File: config.mk
export PLATFORM = sky130hd
export DESIGN_NAME = usb_host_list_scheduler
export DESIGN_NICKNAME = d
export VERILOG_FILES = /design/src/hdl/sched_pkg.sv /design/src/hdl/sched_pending_flag.sv /design/src/hdl/sched_weight_ctr.sv /design/src/hdl/usb_host_list_scheduler.sv
export VERILOG_INCLUDE_DIRS = /design/src /design/src/hdl
export SDC_FILE = /design/constraint.sdc
export NUM_CORES = 1
export LEC_CHECK = 0
export BUFFER_PORTS_ARGS = -buffer_cell sky130_fd_sc_hd__buf_2
export CAP_MARGIN = 20
export CORE_MARGIN = 2
export CORE_UTILIZATION = 32
export DETAILED_ROUTE_END_ITERATION = 16
export MAX_ROUTING_LAYER = met4
export SYNTH_ARGS = -nofsm -noshare
export SYNTH_HDL_FRONTEND = slang
export SYNTH_SLANG_ARGS = --single-unit
File: constraint.sdc
create_clock -name i_core_clk -period 3.5 [get_ports i_core_clk]
set_input_delay 0.7 -clock i_core_clk [delete_from_list [all_inputs] [get_ports i_core_clk]]
set_output_delay 0.7 -clock i_core_clk [all_outputs]
set_load 0.02 [all_outputs]
File: src/hdl/sched_regs.svh
// constants for the list scheduler: widths, reset values and table offsets
`ifndef SCHED_REGS_SVH
`define SCHED_REGS_SVH
`define SCHED_PTR_W 32
`define SCHED_NULL_PTR 32'h0000_0000
`define SCHED_WEIGHT_W 2
`define SCHED_WEIGHT_RST 2'h0
`define SCHED_IDX_W 5
`define SCHED_IDX_PAD_W 25
`define SCHED_DWORD_PAD 2'h0
`define SCHED_TABLE_FIRST 32'h0000_0000
`define SCHED_TABLE_LAST 32'h0000_007C
`define SCHED_FLAG_RST 1'h0
`endif

File: src/hdl/sched_pkg.sv
// types shared by the list scheduler modules
package sched_pkg;
	typedef enum logic {
		NP_CTRL,
		NP_BULK
	} np_list_t;
	typedef enum logic [2:0] {
		ST_IDLE,
		ST_PICK,
		ST_HEAD_RD,
		ST_PER_CHECK,
		ST_PER_WAIT,
		ST_NP_WAIT
	} sched_state_t;
endpackage : sched_pkg

File: src/hdl/sched_pending_flag.sv
// sticky pending flag: software sets, scheduler clears, set wins
`timescale 1ns/10ps
`include "sched_regs.svh"
module sched_pending_flag (
	input wire logic i_core_clk, // controller clock
	input wire logic i_nrst, // synchronous reset, active low
	input wire logic i_set, // software marks the list filled
	input wire logic i_clr, // scheduler consumed the flag
	output logic o_flag // current flag value
);
	// a set in the same cycle as the clear is kept
	always_ff @(posedge i_core_clk) begin
		if (!i_nrst) begin
			o_flag <= `SCHED_FLAG_RST;
		end else if (i_set) begin
			o_flag <= 1'b1;
		end else if (i_clr) begin
			o_flag <= 1'b0;
		end
	end
endmodule : sched_pending_flag

File: src/hdl/sched_weight_ctr.sv
// counts control descriptors served against the control-to-bulk weight
`timescale 1ns/10ps
`include "sched_regs.svh"
module sched_weight_ctr (
	input wire logic i_core_clk, // controller clock
	input wire logic i_nrst, // synchronous reset, active low
	input wire logic [`SCHED_WEIGHT_W-1:0] i_weight, // weight minus one
	input wire logic i_served, // one control descriptor served
	input wire logic i_clear, // restart the count
	output logic o_last // next served descriptor meets the weight
);
	logic [`SCHED_WEIGHT_W-1:0] count_q;
	// served count minus one equals the weight on the final descriptor
	assign o_last = (count_q >= i_weight); // RL23
	// count up, wrap to zero once the weight is met
	always_ff @(posedge i_core_clk) begin
		if (!i_nrst) begin
			count_q <= `SCHED_WEIGHT_RST;
		end else if (i_clear || (i_served && o_last)) begin
			count_q <= `SCHED_WEIGHT_RST;
		end else if (i_served) begin
			count_q <= count_q + 2'h1;
		end
	end
endmodule : sched_weight_ctr

File: src/hdl/usb_host_list_scheduler.sv
// list scheduler: picks periodic, control or bulk list and walks descriptors
`timescale 1ns/10ps
`include "sched_regs.svh"

// How it works
// RL1: serve N control descriptors for each bulk descriptor, N from one to four.
// RL2: weighting ignores list length; a lone control descriptor is served N times. Here a control list end with no pending hands the turn to bulk early.
// RL3: an empty non-periodic list hands its turn straight to the other list.
// RL4: start processing with a one-hot list-active request to the fetcher.
// RL5: fetcher answers with iso, service-complete and list-empty indications.
// RL6: a disabled list is skipped and the next list is tried.
// RL7: enable changes take effect only at the next frame boundary.
// RL8: after re-enable only head and cursor pointers are trusted.
// RL9: an isochronous descriptor with iso not allowed ends the periodic walk.
// RL10: first service after entering running starts at head; zero head means empty.
// RL11: periodic head comes from the table indexed by low five frame bits.
// RL12: a non-zero cursor names the next non-periodic descriptor to serve.
// RL13: zero cursor: if pending, load head, clear pending, serve; else move on.
// RL14: periodic walk follows non-zero next pointers, then goes non-periodic.
// RL15: bulk serves exactly one descriptor and then hands to control.
// RL16: control serves until the weight count is reached, then hands to bulk.
// RL17: descriptors served in order from head; list end reloads the head.
// RL18: each descriptor gets one service, then the next descriptor follows.
// RL19: a late isochronous descriptor is retired by the fetcher within one service.
// RL20: past the periodic threshold periodic service wins until its list ends.
// RL21: interrupt descriptors precede isochronous ones on the periodic list.
// RL22: a descriptor counts as served only on the service-complete handshake.
// RL23: the weight is held as N minus one in two bits.
module usb_host_list_scheduler
	import sched_pkg::*;
(
	input wire logic i_core_clk, // controller clock, 20 MHz
	input wire logic i_nrst, // synchronous reset, active low
	input wire logic i_running_state, // controller is in the running state
	input wire logic i_ctrl_enable, // control list enable
	input wire logic i_bulk_enable, // bulk list enable
	input wire logic i_periodic_enable, // periodic list enable
	input wire logic i_iso_list_allow, // isochronous descriptors may be served
	input wire logic [1:0] i_ctrl_to_bulk_weight, // ratio minus one
	input wire logic i_frame_boundary, // one-cycle pulse at each frame start
	input wire logic [15:0] i_frame_index, // current frame number
	input wire logic i_periodic_due, // frame is past the periodic threshold
	input wire logic [31:0] i_periodic_head_table, // base of the periodic head table
	input wire logic [31:0] i_ctrl_first_desc_ptr, // control list head
	input wire logic [31:0] i_bulk_first_desc_ptr, // bulk list head
	input wire logic i_ctrl_fill_set, // pulse: software marks control filled
	input wire logic i_bulk_fill_set, // pulse: software marks bulk filled
	output logic o_head_rd_req, // request a table dword read
	output logic [31:0] o_head_rd_addr, // address of the table dword
	input wire logic i_head_rd_valid, // pulse: table dword returned
	input wire logic [31:0] i_head_rd_data, // returned periodic head pointer
	output logic o_ctrl_active, // control list active toward fetcher
	output logic o_bulk_active, // bulk list active toward fetcher
	output logic o_periodic_active, // periodic list active toward fetcher
	output logic [31:0] o_desc_ptr, // descriptor to fetch and serve
	input wire logic i_svc_complete, // pulse: descriptor service done
	input wire logic i_iso_desc, // served descriptor was isochronous
	input wire logic i_list_empty, // pulse: no descriptor at that pointer
	input wire logic [31:0] i_next_desc_ptr, // next pointer of served descriptor
	output logic [31:0] o_ctrl_cursor_ptr, // control cursor
	output logic [31:0] o_bulk_cursor_ptr, // bulk cursor
	output logic [31:0] o_periodic_cursor_ptr, // periodic descriptor in service
	output logic o_ctrl_pending_flag, // control list filled flag
	output logic o_bulk_pending_flag, // bulk list filled flag
	output logic o_periodic_done // periodic walk finished this frame
);
	sched_state_t state_q;
	np_list_t np_turn_q;
	logic ctrl_en_q, bulk_en_q, per_en_q;
	logic running_q;
	logic ctrl_first_q, bulk_first_q;
	logic ctrl_pending, bulk_pending;
	logic ctrl_last;
	logic ctrl_served, weight_clear;
	logic ctrl_clr, bulk_clr;
	logic np_is_ctrl;
	logic np_en, np_first, np_pend;
	logic [31:0] np_head, np_cursor, np_pick_ptr;
	logic np_go;

	// enables sampled only at frame boundaries
	always_ff @(posedge i_core_clk) begin
		if (!i_nrst) begin
			ctrl_en_q <= 1'b0;
			bulk_en_q <= 1'b0;
			per_en_q <= 1'b0;
		end else if (i_frame_boundary) begin
			ctrl_en_q <= i_ctrl_enable; // RL7
			bulk_en_q <= i_bulk_enable; // RL7
			per_en_q <= i_periodic_enable; // RL7
		end
	end

	// first-service marks, armed when the running state is entered
	always_ff @(posedge i_core_clk) begin
		if (!i_nrst) begin
			running_q <= 1'b0;
			ctrl_first_q <= 1'b0;
			bulk_first_q <= 1'b0;
		end else begin
			running_q <= i_running_state;
			if (i_running_state && !running_q) begin
				ctrl_first_q <= 1'b1; // RL10
				bulk_first_q <= 1'b1; // RL10
			end else if (state_q == ST_PICK && i_running_state && !per_turn && np_go) begin
				ctrl_first_q <= ctrl_first_q && !np_is_ctrl;
				bulk_first_q <= bulk_first_q && np_is_ctrl;
			end
		end
	end

	// selection of the non-periodic list whose turn it is
	always_comb begin
		np_is_ctrl = (np_turn_q == NP_CTRL);
		np_en = np_is_ctrl ? ctrl_en_q : bulk_en_q;
		np_first = np_is_ctrl ? ctrl_first_q : bulk_first_q;
		np_pend = np_is_ctrl ? ctrl_pending : bulk_pending;
		np_head = np_is_ctrl ? i_ctrl_first_desc_ptr : i_bulk_first_desc_ptr;
		np_cursor = np_is_ctrl ? o_ctrl_cursor_ptr : o_bulk_cursor_ptr;
		np_pick_ptr = `SCHED_NULL_PTR;
		np_go = 1'b0;
		if (!np_en) begin
			np_go = 1'b0; // RL6
		end else if (np_first) begin
			np_pick_ptr = np_head; // RL10
			np_go = 1'b1;
		end else if (np_cursor != `SCHED_NULL_PTR) begin
			np_pick_ptr = np_cursor; // RL12
			np_go = 1'b1;
		end else if (np_pend) begin
			np_pick_ptr = np_head; // RL13 RL17
			np_go = 1'b1;
		end
	end

	// periodic service wins once the threshold is passed
	logic per_turn;
	assign per_turn = i_periodic_due && !o_periodic_done; // RL20

	// pending flag consumed when the head is loaded from it
	assign ctrl_clr = (state_q == ST_PICK) && i_running_state && !per_turn && np_is_ctrl && np_go
		&& !ctrl_first_q && (o_ctrl_cursor_ptr == `SCHED_NULL_PTR); // RL13
	assign bulk_clr = (state_q == ST_PICK) && i_running_state && !per_turn && !np_is_ctrl && np_go
		&& !bulk_first_q && (o_bulk_cursor_ptr == `SCHED_NULL_PTR); // RL13

	// served control descriptors advance the weight count
	assign ctrl_served = (state_q == ST_NP_WAIT) && o_ctrl_active && i_svc_complete; // RL22
	assign weight_clear = (state_q == ST_NP_WAIT) && o_bulk_active
		&& (i_svc_complete || i_list_empty);

	sched_pending_flag u_ctrl_pending (
		.i_core_clk(i_core_clk),
		.i_nrst(i_nrst),
		.i_set(i_ctrl_fill_set),
		.i_clr(ctrl_clr),
		.o_flag(ctrl_pending)
	);

	sched_pending_flag u_bulk_pending (
		.i_core_clk(i_core_clk),
		.i_nrst(i_nrst),
		.i_set(i_bulk_fill_set),
		.i_clr(bulk_clr),
		.o_flag(bulk_pending)
	);

	sched_weight_ctr u_weight (
		.i_core_clk(i_core_clk),
		.i_nrst(i_nrst),
		.i_weight(i_ctrl_to_bulk_weight),
		.i_served(ctrl_served),
		.i_clear(weight_clear),
		.o_last(ctrl_last)
	);

	// pending flags mirrored onto registered status outputs
	always_ff @(posedge i_core_clk) begin
		if (!i_nrst) begin
			o_ctrl_pending_flag <= `SCHED_FLAG_RST;
			o_bulk_pending_flag <= `SCHED_FLAG_RST;
		end else begin
			o_ctrl_pending_flag <= ctrl_pending;
			o_bulk_pending_flag <= bulk_pending;
		end
	end

	// main sequencer: list choice, fetcher handshake and cursor upkeep
	always_ff @(posedge i_core_clk) begin
		if (!i_nrst) begin
			state_q <= ST_IDLE;
			np_turn_q <= NP_CTRL;
			o_head_rd_req <= 1'b0;
			o_head_rd_addr <= `SCHED_NULL_PTR;
			o_ctrl_active <= 1'b0;
			o_bulk_active <= 1'b0;
			o_periodic_active <= 1'b0;
			o_desc_ptr <= `SCHED_NULL_PTR;
			o_ctrl_cursor_ptr <= `SCHED_NULL_PTR;
			o_bulk_cursor_ptr <= `SCHED_NULL_PTR;
			o_periodic_cursor_ptr <= `SCHED_NULL_PTR;
			o_periodic_done <= 1'b0;
		end else begin
			if (i_frame_boundary) begin
				o_periodic_done <= 1'b0;
				o_periodic_cursor_ptr <= `SCHED_NULL_PTR; // RL8
			end
			case (state_q)
				ST_IDLE: begin
					if (i_running_state) begin
						state_q <= ST_PICK;
					end
				end
				ST_PICK: begin
					if (!i_running_state) begin
						state_q <= ST_IDLE;
					end else if (per_turn) begin
						if (per_en_q) begin
							o_head_rd_req <= 1'b1; // RL11
							o_head_rd_addr <= i_periodic_head_table
								+ {{`SCHED_IDX_PAD_W{1'b0}}, i_frame_index[`SCHED_IDX_W-1:0], `SCHED_DWORD_PAD}; // RL11
							state_q <= ST_HEAD_RD;
						end else begin
							o_periodic_done <= 1'b1; // RL6
						end
					end else if (np_go && np_pick_ptr != `SCHED_NULL_PTR) begin
						if (np_is_ctrl) begin
							o_ctrl_cursor_ptr <= np_pick_ptr; // RL13
							o_ctrl_active <= 1'b1; // RL4
						end else begin
							o_bulk_cursor_ptr <= np_pick_ptr; // RL13
							o_bulk_active <= 1'b1; // RL4
						end
						o_desc_ptr <= np_pick_ptr;
						state_q <= ST_NP_WAIT;
					end else begin
						// empty or disabled: hand the turn over at once
						np_turn_q <= np_is_ctrl ? NP_BULK : NP_CTRL; // RL3 RL6
					end
				end
				ST_HEAD_RD: begin
					if (i_head_rd_valid) begin
						o_head_rd_req <= 1'b0;
						o_periodic_cursor_ptr <= i_head_rd_data; // RL11
						state_q <= ST_PER_CHECK;
					end
				end
				ST_PER_CHECK: begin
					if (o_periodic_cursor_ptr == `SCHED_NULL_PTR || !per_en_q) begin
						o_periodic_done <= 1'b1; // RL10 RL7
						state_q <= ST_PICK;
					end else begin
						o_periodic_active <= 1'b1; // RL4
						o_desc_ptr <= o_periodic_cursor_ptr;
						state_q <= ST_PER_WAIT;
					end
				end
				ST_PER_WAIT: begin
					if (i_list_empty) begin
						o_periodic_active <= 1'b0; // RL5
						o_periodic_done <= 1'b1;
						state_q <= ST_PICK;
					end else if (i_svc_complete) begin
						// late iso retirement happens inside one fetcher service
						o_periodic_active <= 1'b0; // RL22 RL19
						if (i_iso_desc && !i_iso_list_allow) begin
							o_periodic_done <= 1'b1; // RL9 RL21
							state_q <= ST_PICK;
						end else begin
							o_periodic_cursor_ptr <= i_next_desc_ptr; // RL14 RL18
							state_q <= ST_PER_CHECK;
						end
					end
				end
				ST_NP_WAIT: begin
					if (i_list_empty) begin
						o_ctrl_active <= 1'b0;
						o_bulk_active <= 1'b0;
						if (o_ctrl_active) begin
							o_ctrl_cursor_ptr <= `SCHED_NULL_PTR;
						end else begin
							o_bulk_cursor_ptr <= `SCHED_NULL_PTR;
						end
						np_turn_q <= o_ctrl_active ? NP_BULK : NP_CTRL; // RL3
						state_q <= ST_PICK;
					end else if (i_svc_complete) begin
						o_ctrl_active <= 1'b0; // RL22
						o_bulk_active <= 1'b0;
						if (o_ctrl_active) begin
							o_ctrl_cursor_ptr <= i_next_desc_ptr; // RL17 RL18
							np_turn_q <= ctrl_last ? NP_BULK : NP_CTRL; // RL1 RL2 RL16
						end else begin
							o_bulk_cursor_ptr <= i_next_desc_ptr; // RL17 RL18
							np_turn_q <= NP_CTRL; // RL15
						end
						state_q <= ST_PICK;
					end
				end
				default: begin
					state_q <= ST_IDLE;
				end
			endcase
		end
	end

	// checks
	property p_one_hot_active;
		@(posedge i_core_clk) disable iff (!i_nrst)
		$onehot0({o_ctrl_active, o_bulk_active, o_periodic_active});
	endproperty
	a_one_hot_active: assert property (p_one_hot_active) else $error("more than one list active"); // RL4

	property p_bulk_then_ctrl;
		@(posedge i_core_clk) disable iff (!i_nrst)
		(o_bulk_active && i_svc_complete) |=> (np_turn_q == NP_CTRL);
	endproperty
	a_bulk_then_ctrl: assert property (p_bulk_then_ctrl) else $error("bulk did not hand to control"); // RL15

	property p_weight_met;
		@(posedge i_core_clk) disable iff (!i_nrst)
		(ctrl_served && ctrl_last) |=> (np_turn_q == NP_BULK);
	endproperty
	a_weight_met: assert property (p_weight_met) else $error("weight met but control kept turn"); // RL16

	property p_weight_not_met;
		@(posedge i_core_clk) disable iff (!i_nrst)
		(ctrl_served && !ctrl_last) |=> (np_turn_q == NP_CTRL);
	endproperty
	a_weight_not_met: assert property (p_weight_not_met) else $error("control left before weight met"); // RL1

	property p_iso_stop;
		@(posedge i_core_clk) disable iff (!i_nrst)
		(state_q == ST_PER_WAIT && i_svc_complete && !i_list_empty && i_iso_desc && !i_iso_list_allow)
			|=> (o_periodic_done && state_q == ST_PICK);
	endproperty
	a_iso_stop: assert property (p_iso_stop) else $error("periodic walk went on past iso"); // RL9

	property p_head_addr;
		@(posedge i_core_clk) disable iff (!i_nrst)
		$rose(o_head_rd_req) |-> (o_head_rd_addr - i_periodic_head_table) <= `SCHED_TABLE_LAST
			&& o_head_rd_addr[1:0] == 2'h0;
	endproperty
	a_head_addr: assert property (p_head_addr) else $error("periodic head address out of table"); // RL11

	property p_np_empty_switch;
		@(posedge i_core_clk) disable iff (!i_nrst)
		(state_q == ST_NP_WAIT && i_list_empty && o_ctrl_active) |=> (np_turn_q == NP_BULK);
	endproperty
	a_np_empty_switch: assert property (p_np_empty_switch) else $error("empty control kept turn"); // RL3

	property p_active_holds;
		@(posedge i_core_clk) disable iff (!i_nrst)
		(o_ctrl_active && !i_svc_complete && !i_list_empty) |=> o_ctrl_active && $stable(o_desc_ptr);
	endproperty
	a_active_holds: assert property (p_active_holds) else $error("active dropped without handshake"); // RL22

	property p_periodic_first;
		@(posedge i_core_clk) disable iff (!i_nrst)
		(state_q == ST_PICK && i_running_state && per_turn) |=> !o_ctrl_active && !o_bulk_active;
	endproperty
	a_periodic_first: assert property (p_periodic_first) else $error("non-periodic served while periodic due"); // RL20

	property p_disabled_skip;
		@(posedge i_core_clk) disable iff (!i_nrst)
		(state_q == ST_PICK && !per_turn && !np_en) |=> !o_ctrl_active && !o_bulk_active;
	endproperty
	a_disabled_skip: assert property (p_disabled_skip) else $error("disabled list served"); // RL6

	c_ctrl_served: cover property (@(posedge i_core_clk) disable iff (!i_nrst) ctrl_served && ctrl_last);
	c_bulk_served: cover property (@(posedge i_core_clk) disable iff (!i_nrst) o_bulk_active && i_svc_complete);
	c_periodic_walk: cover property (@(posedge i_core_clk) disable iff (!i_nrst)
		state_q == ST_PER_WAIT && i_svc_complete ##1 state_q == ST_PER_CHECK);
	c_pending_reload: cover property (@(posedge i_core_clk) disable iff (!i_nrst) ctrl_clr);
endmodule : usb_host_list_scheduler

==> impl_metrics.ini <==
[run_status]
outcome = finished clean

[setup_path]
cp_slowest_cell = a21oi_1
crit_chain = nor4_1, nand4_1, o21a_1, buf_12, o31ai_4, buf_4, nand2_1, a21oi_1, a22oi_1, a211oi_2
critPathRequiredTime_ns = 3.84
cp.arrival_ns = 3.54
startpoint_type = flip-flop
end_kind = flip-flop
cp_max_fo = 17
critPathMaxStageDelay_ns = 0.45
criticalPathCategory = reg -> reg

[logic_synthesis]
synth_compound_area_share_pct = 31.3
synth-edff-count = 0
synth_cell_type_count = 71
synthesis.area_um2 = 9950
yosysTopAreaCell = dfxtp_1
synthXorXnorAreaFrac_pct = 2.38
synth_nets = 1446
synthArstFlopShare_pct = 0
synth_cells = 1245
ys_seq_area_share_pct = 36.4
synth.top_cell.area_share_pct = 36.4
synthFlopType = dfxtp_1
synth_mux_area_share_pct = 3.94
yosys_warnings = 0
syn_avg_cell_area_um2 = 7.99
yosys.area_share.simple_pct = 19.5
synthAdderAreaFrac_pct = 1.08
synth_top_family_by_area = compound AO/OA/AOI/OAI gates
synth_area_leaders = dfxtp_1 (36%), a21oi_1 (7.1%), nor2_1 (4.9%)
ys_ff_latch = 181

[cts]
cts.sinks = 181
postCtsHoldBufs = 0
cts_tree = yes
clock_latency_ns = 0.43
cts_setup_buffers = 0
cts_buffers = 17
path_clk_slew_ns = 0.08
clockBufferDepth = 2
ctsResizeCount = 0
cts-root-buf = clkbuf_16
cts-htree-levels = 4

[route]
wl_um = 44000
routed_via_density = 5.90
routedWlPerCell_um = 22.3
drt_iter0_drc = 1637
dr.pass1.iters = 9
ant_nets = 0
drc = 0
via_count = 11656

[grt]
grt_max_degree = 78
grt_pass1_wl_um = 66400
grt.overflow.total = 0
grt_pass1_vias = 10816
track_usage_pct = 26.8
grt_antenna_before_repair = 3

[timing]
rsz0062_at_grt = no
skew_ns = 0.0163
clock.fmax_ghz = 0.312
fin_ws_ns = 0.298
setup_viol = 0
slew_viol_final = 0
relSlewSlack_pct = 38.2
timing.setup.tns_ns = 0
post-route-min-period_ns = 3.20
tightest_slew_ns = 0.927
final_hold_viol_count = 0
post-route-period-util_pct = 91.5
hold_slack_ns = 0.453

[power]
p_seq_share_pct = 28.4
total_power_mw = 8.32
vdd_drop_max_mv = 0.415
leakagePower_nw = 5.36
powerDensity_nw_per_um2 = 649
combPwrFrac_pct = 48.0
switchingPower_mw = 3.77
power_frac_clock_pct = 23.6
p_int_mw = 4.55
switching_share_pct = 45.3

[worst_hold_path]
hp-class = reg -> reg

[placed_design]
hpwl_um = 34300
placed_cell_area_um2 = 12200
dp_slack_ns = 0.275
gp_congestion = 0.972
dp_cells = 1940
port_buffers = 348

[layout]
final_core_util_pct = 41.9
final_nets = 1764
final_common_cell = buf_2
syn_to_final_growth_pct = 28.9
design_area_um2 = 12800
fin_cells = 1975
fillers = 3221
final_cell_mix = buf_2 (348), dfxtp_1 (180), a21oi_1 (141)
drive_gt1_share_pct = 30.1

[die]
die_h_um = 180
fp-row-count = 64
ioPinCount = 360
dieArea_um2 = 32500
die_w_um = 180
design.core.area_um2 = 30600
start_util_pct = 32.5

[run]
cap_violations = 0
## Yosys cell counts (all sizes together), types with 11 or more instances
| master | number |
|---|---|
| mux2i | 38 |
| a21oi | 142 |
| a211oi | 29 |
| o21ai | 93 |
| nor4 | 38 |
| o31ai | 12 |
| xnor2 | 17 |
| a222oi | 32 |
| a31oi | 12 |
| dfxtp | 181 |
| nand2 | 121 |
| nand3 | 14 |
| inv | 17 |
| nor2 | 131 |
| nand2b | 11 |
| clkbuf | 81 |
| a22oi | 50 |
| buf | 22 |
| and3 | 12 |
| nor3 | 23 |
## logic make-up (layout without fill, tap and decap cells)
kind of cell    count (synthesis)  count (layout)
xor+xnor                       27              27
flops                         181             181
other cells                     0               3
compound gates                459             459
simple gates                  407             407
fa+ha+maj                       8               8
buf+inv                       124             455
mux                            39              39
## final timing paths
| check | from | to | slack [ns] | cells past startpoint |
|---|---|---|---|---|
| worst max-delay path | o_bulk_cursor_ptr[18]$_SDFFE_PN0P_ | o_desc_ptr[30]$_SDFFE_PN0P_ | 0.30 | 10 |
| worst min register to register | o_head_rd_addr[5]$_SDFFE_PN0P_ | o_head_rd_addr[5]$_SDFFE_PN0P_ | 0.45 | 2 |
| worst max register to register | o_bulk_cursor_ptr[18]$_SDFFE_PN0P_ | o_desc_ptr[30]$_SDFFE_PN0P_ | 0.30 | 10 |
| worst min-delay path | o_head_rd_addr[5]$_SDFFE_PN0P_ | o_head_rd_addr[5]$_SDFFE_PN0P_ | 0.45 | 2 |
## sequential cells by signal, summed over array words and instances, names as in the netlist, 2 cells and up
| signal | cells |
|---|---|
| o_bulk_cursor_ptr | 32 |
| o_ctrl_cursor_ptr | 32 |
| o_desc_ptr | 32 |
| o_head_rd_addr | 32 |
| o_periodic_cursor_ptr | 32 |
| state_q | 3 |
| u_weight.count_q | 2 |
## routing by layer
layer	global-route usage [%]	wire (µm)	share of wire [%]	vias to the layer above
li1	-	-	-	5352
met1	35.8	18500	42	5452
met2	39.6	19100	43	762
met3	6.73	5010	11	90
met4	8.39	1430	3.2	0
met5	-	0	0	-
## power groups by stage
stage | sequential (mW) | clock, mW | combinational, mW
floorplan | 2.50 | 0 | 2.23
global placement | 2.40 | 0 | 3.84
detailed placement | 2.40 | 0 | 3.85
CTS | 2.36 | 2.01 | 3.87
global route | 2.38 | 2.09 | 4.23
finish | 2.36 | 1.96 | 3.99
## worst max-delay path, delay by kind of cell (launching register included)
kind | cells | cell delay, ns
buf+inv | 2 | 0.52
compound gates | 5 | 1.53
simple gates | 3 | 0.69
flops | 1 | 0.37
## layout make-up
| class | count | area [µm²] | area share (%) |
|---|---|---|---|
| Tap cell | 396 | 495 | 3.86 |
| Sequential cell | 181 | 3620 | 28.3 |
| Antenna cell | 3 | 7.51 | 0.0586 |
| Multi-Input combinational cell | 940 | 5840 | 45.5 |
| Clock inverter | 14 | 168 | 1.31 |
| Clock buffer | 18 | 439 | 3.43 |
| Inverter | 21 | 78.8 | 0.615 |
| Timing Repair Buffer | 402 | 2170 | 16.9 |
No activity file was read; power rests on OpenSTA's default activity.
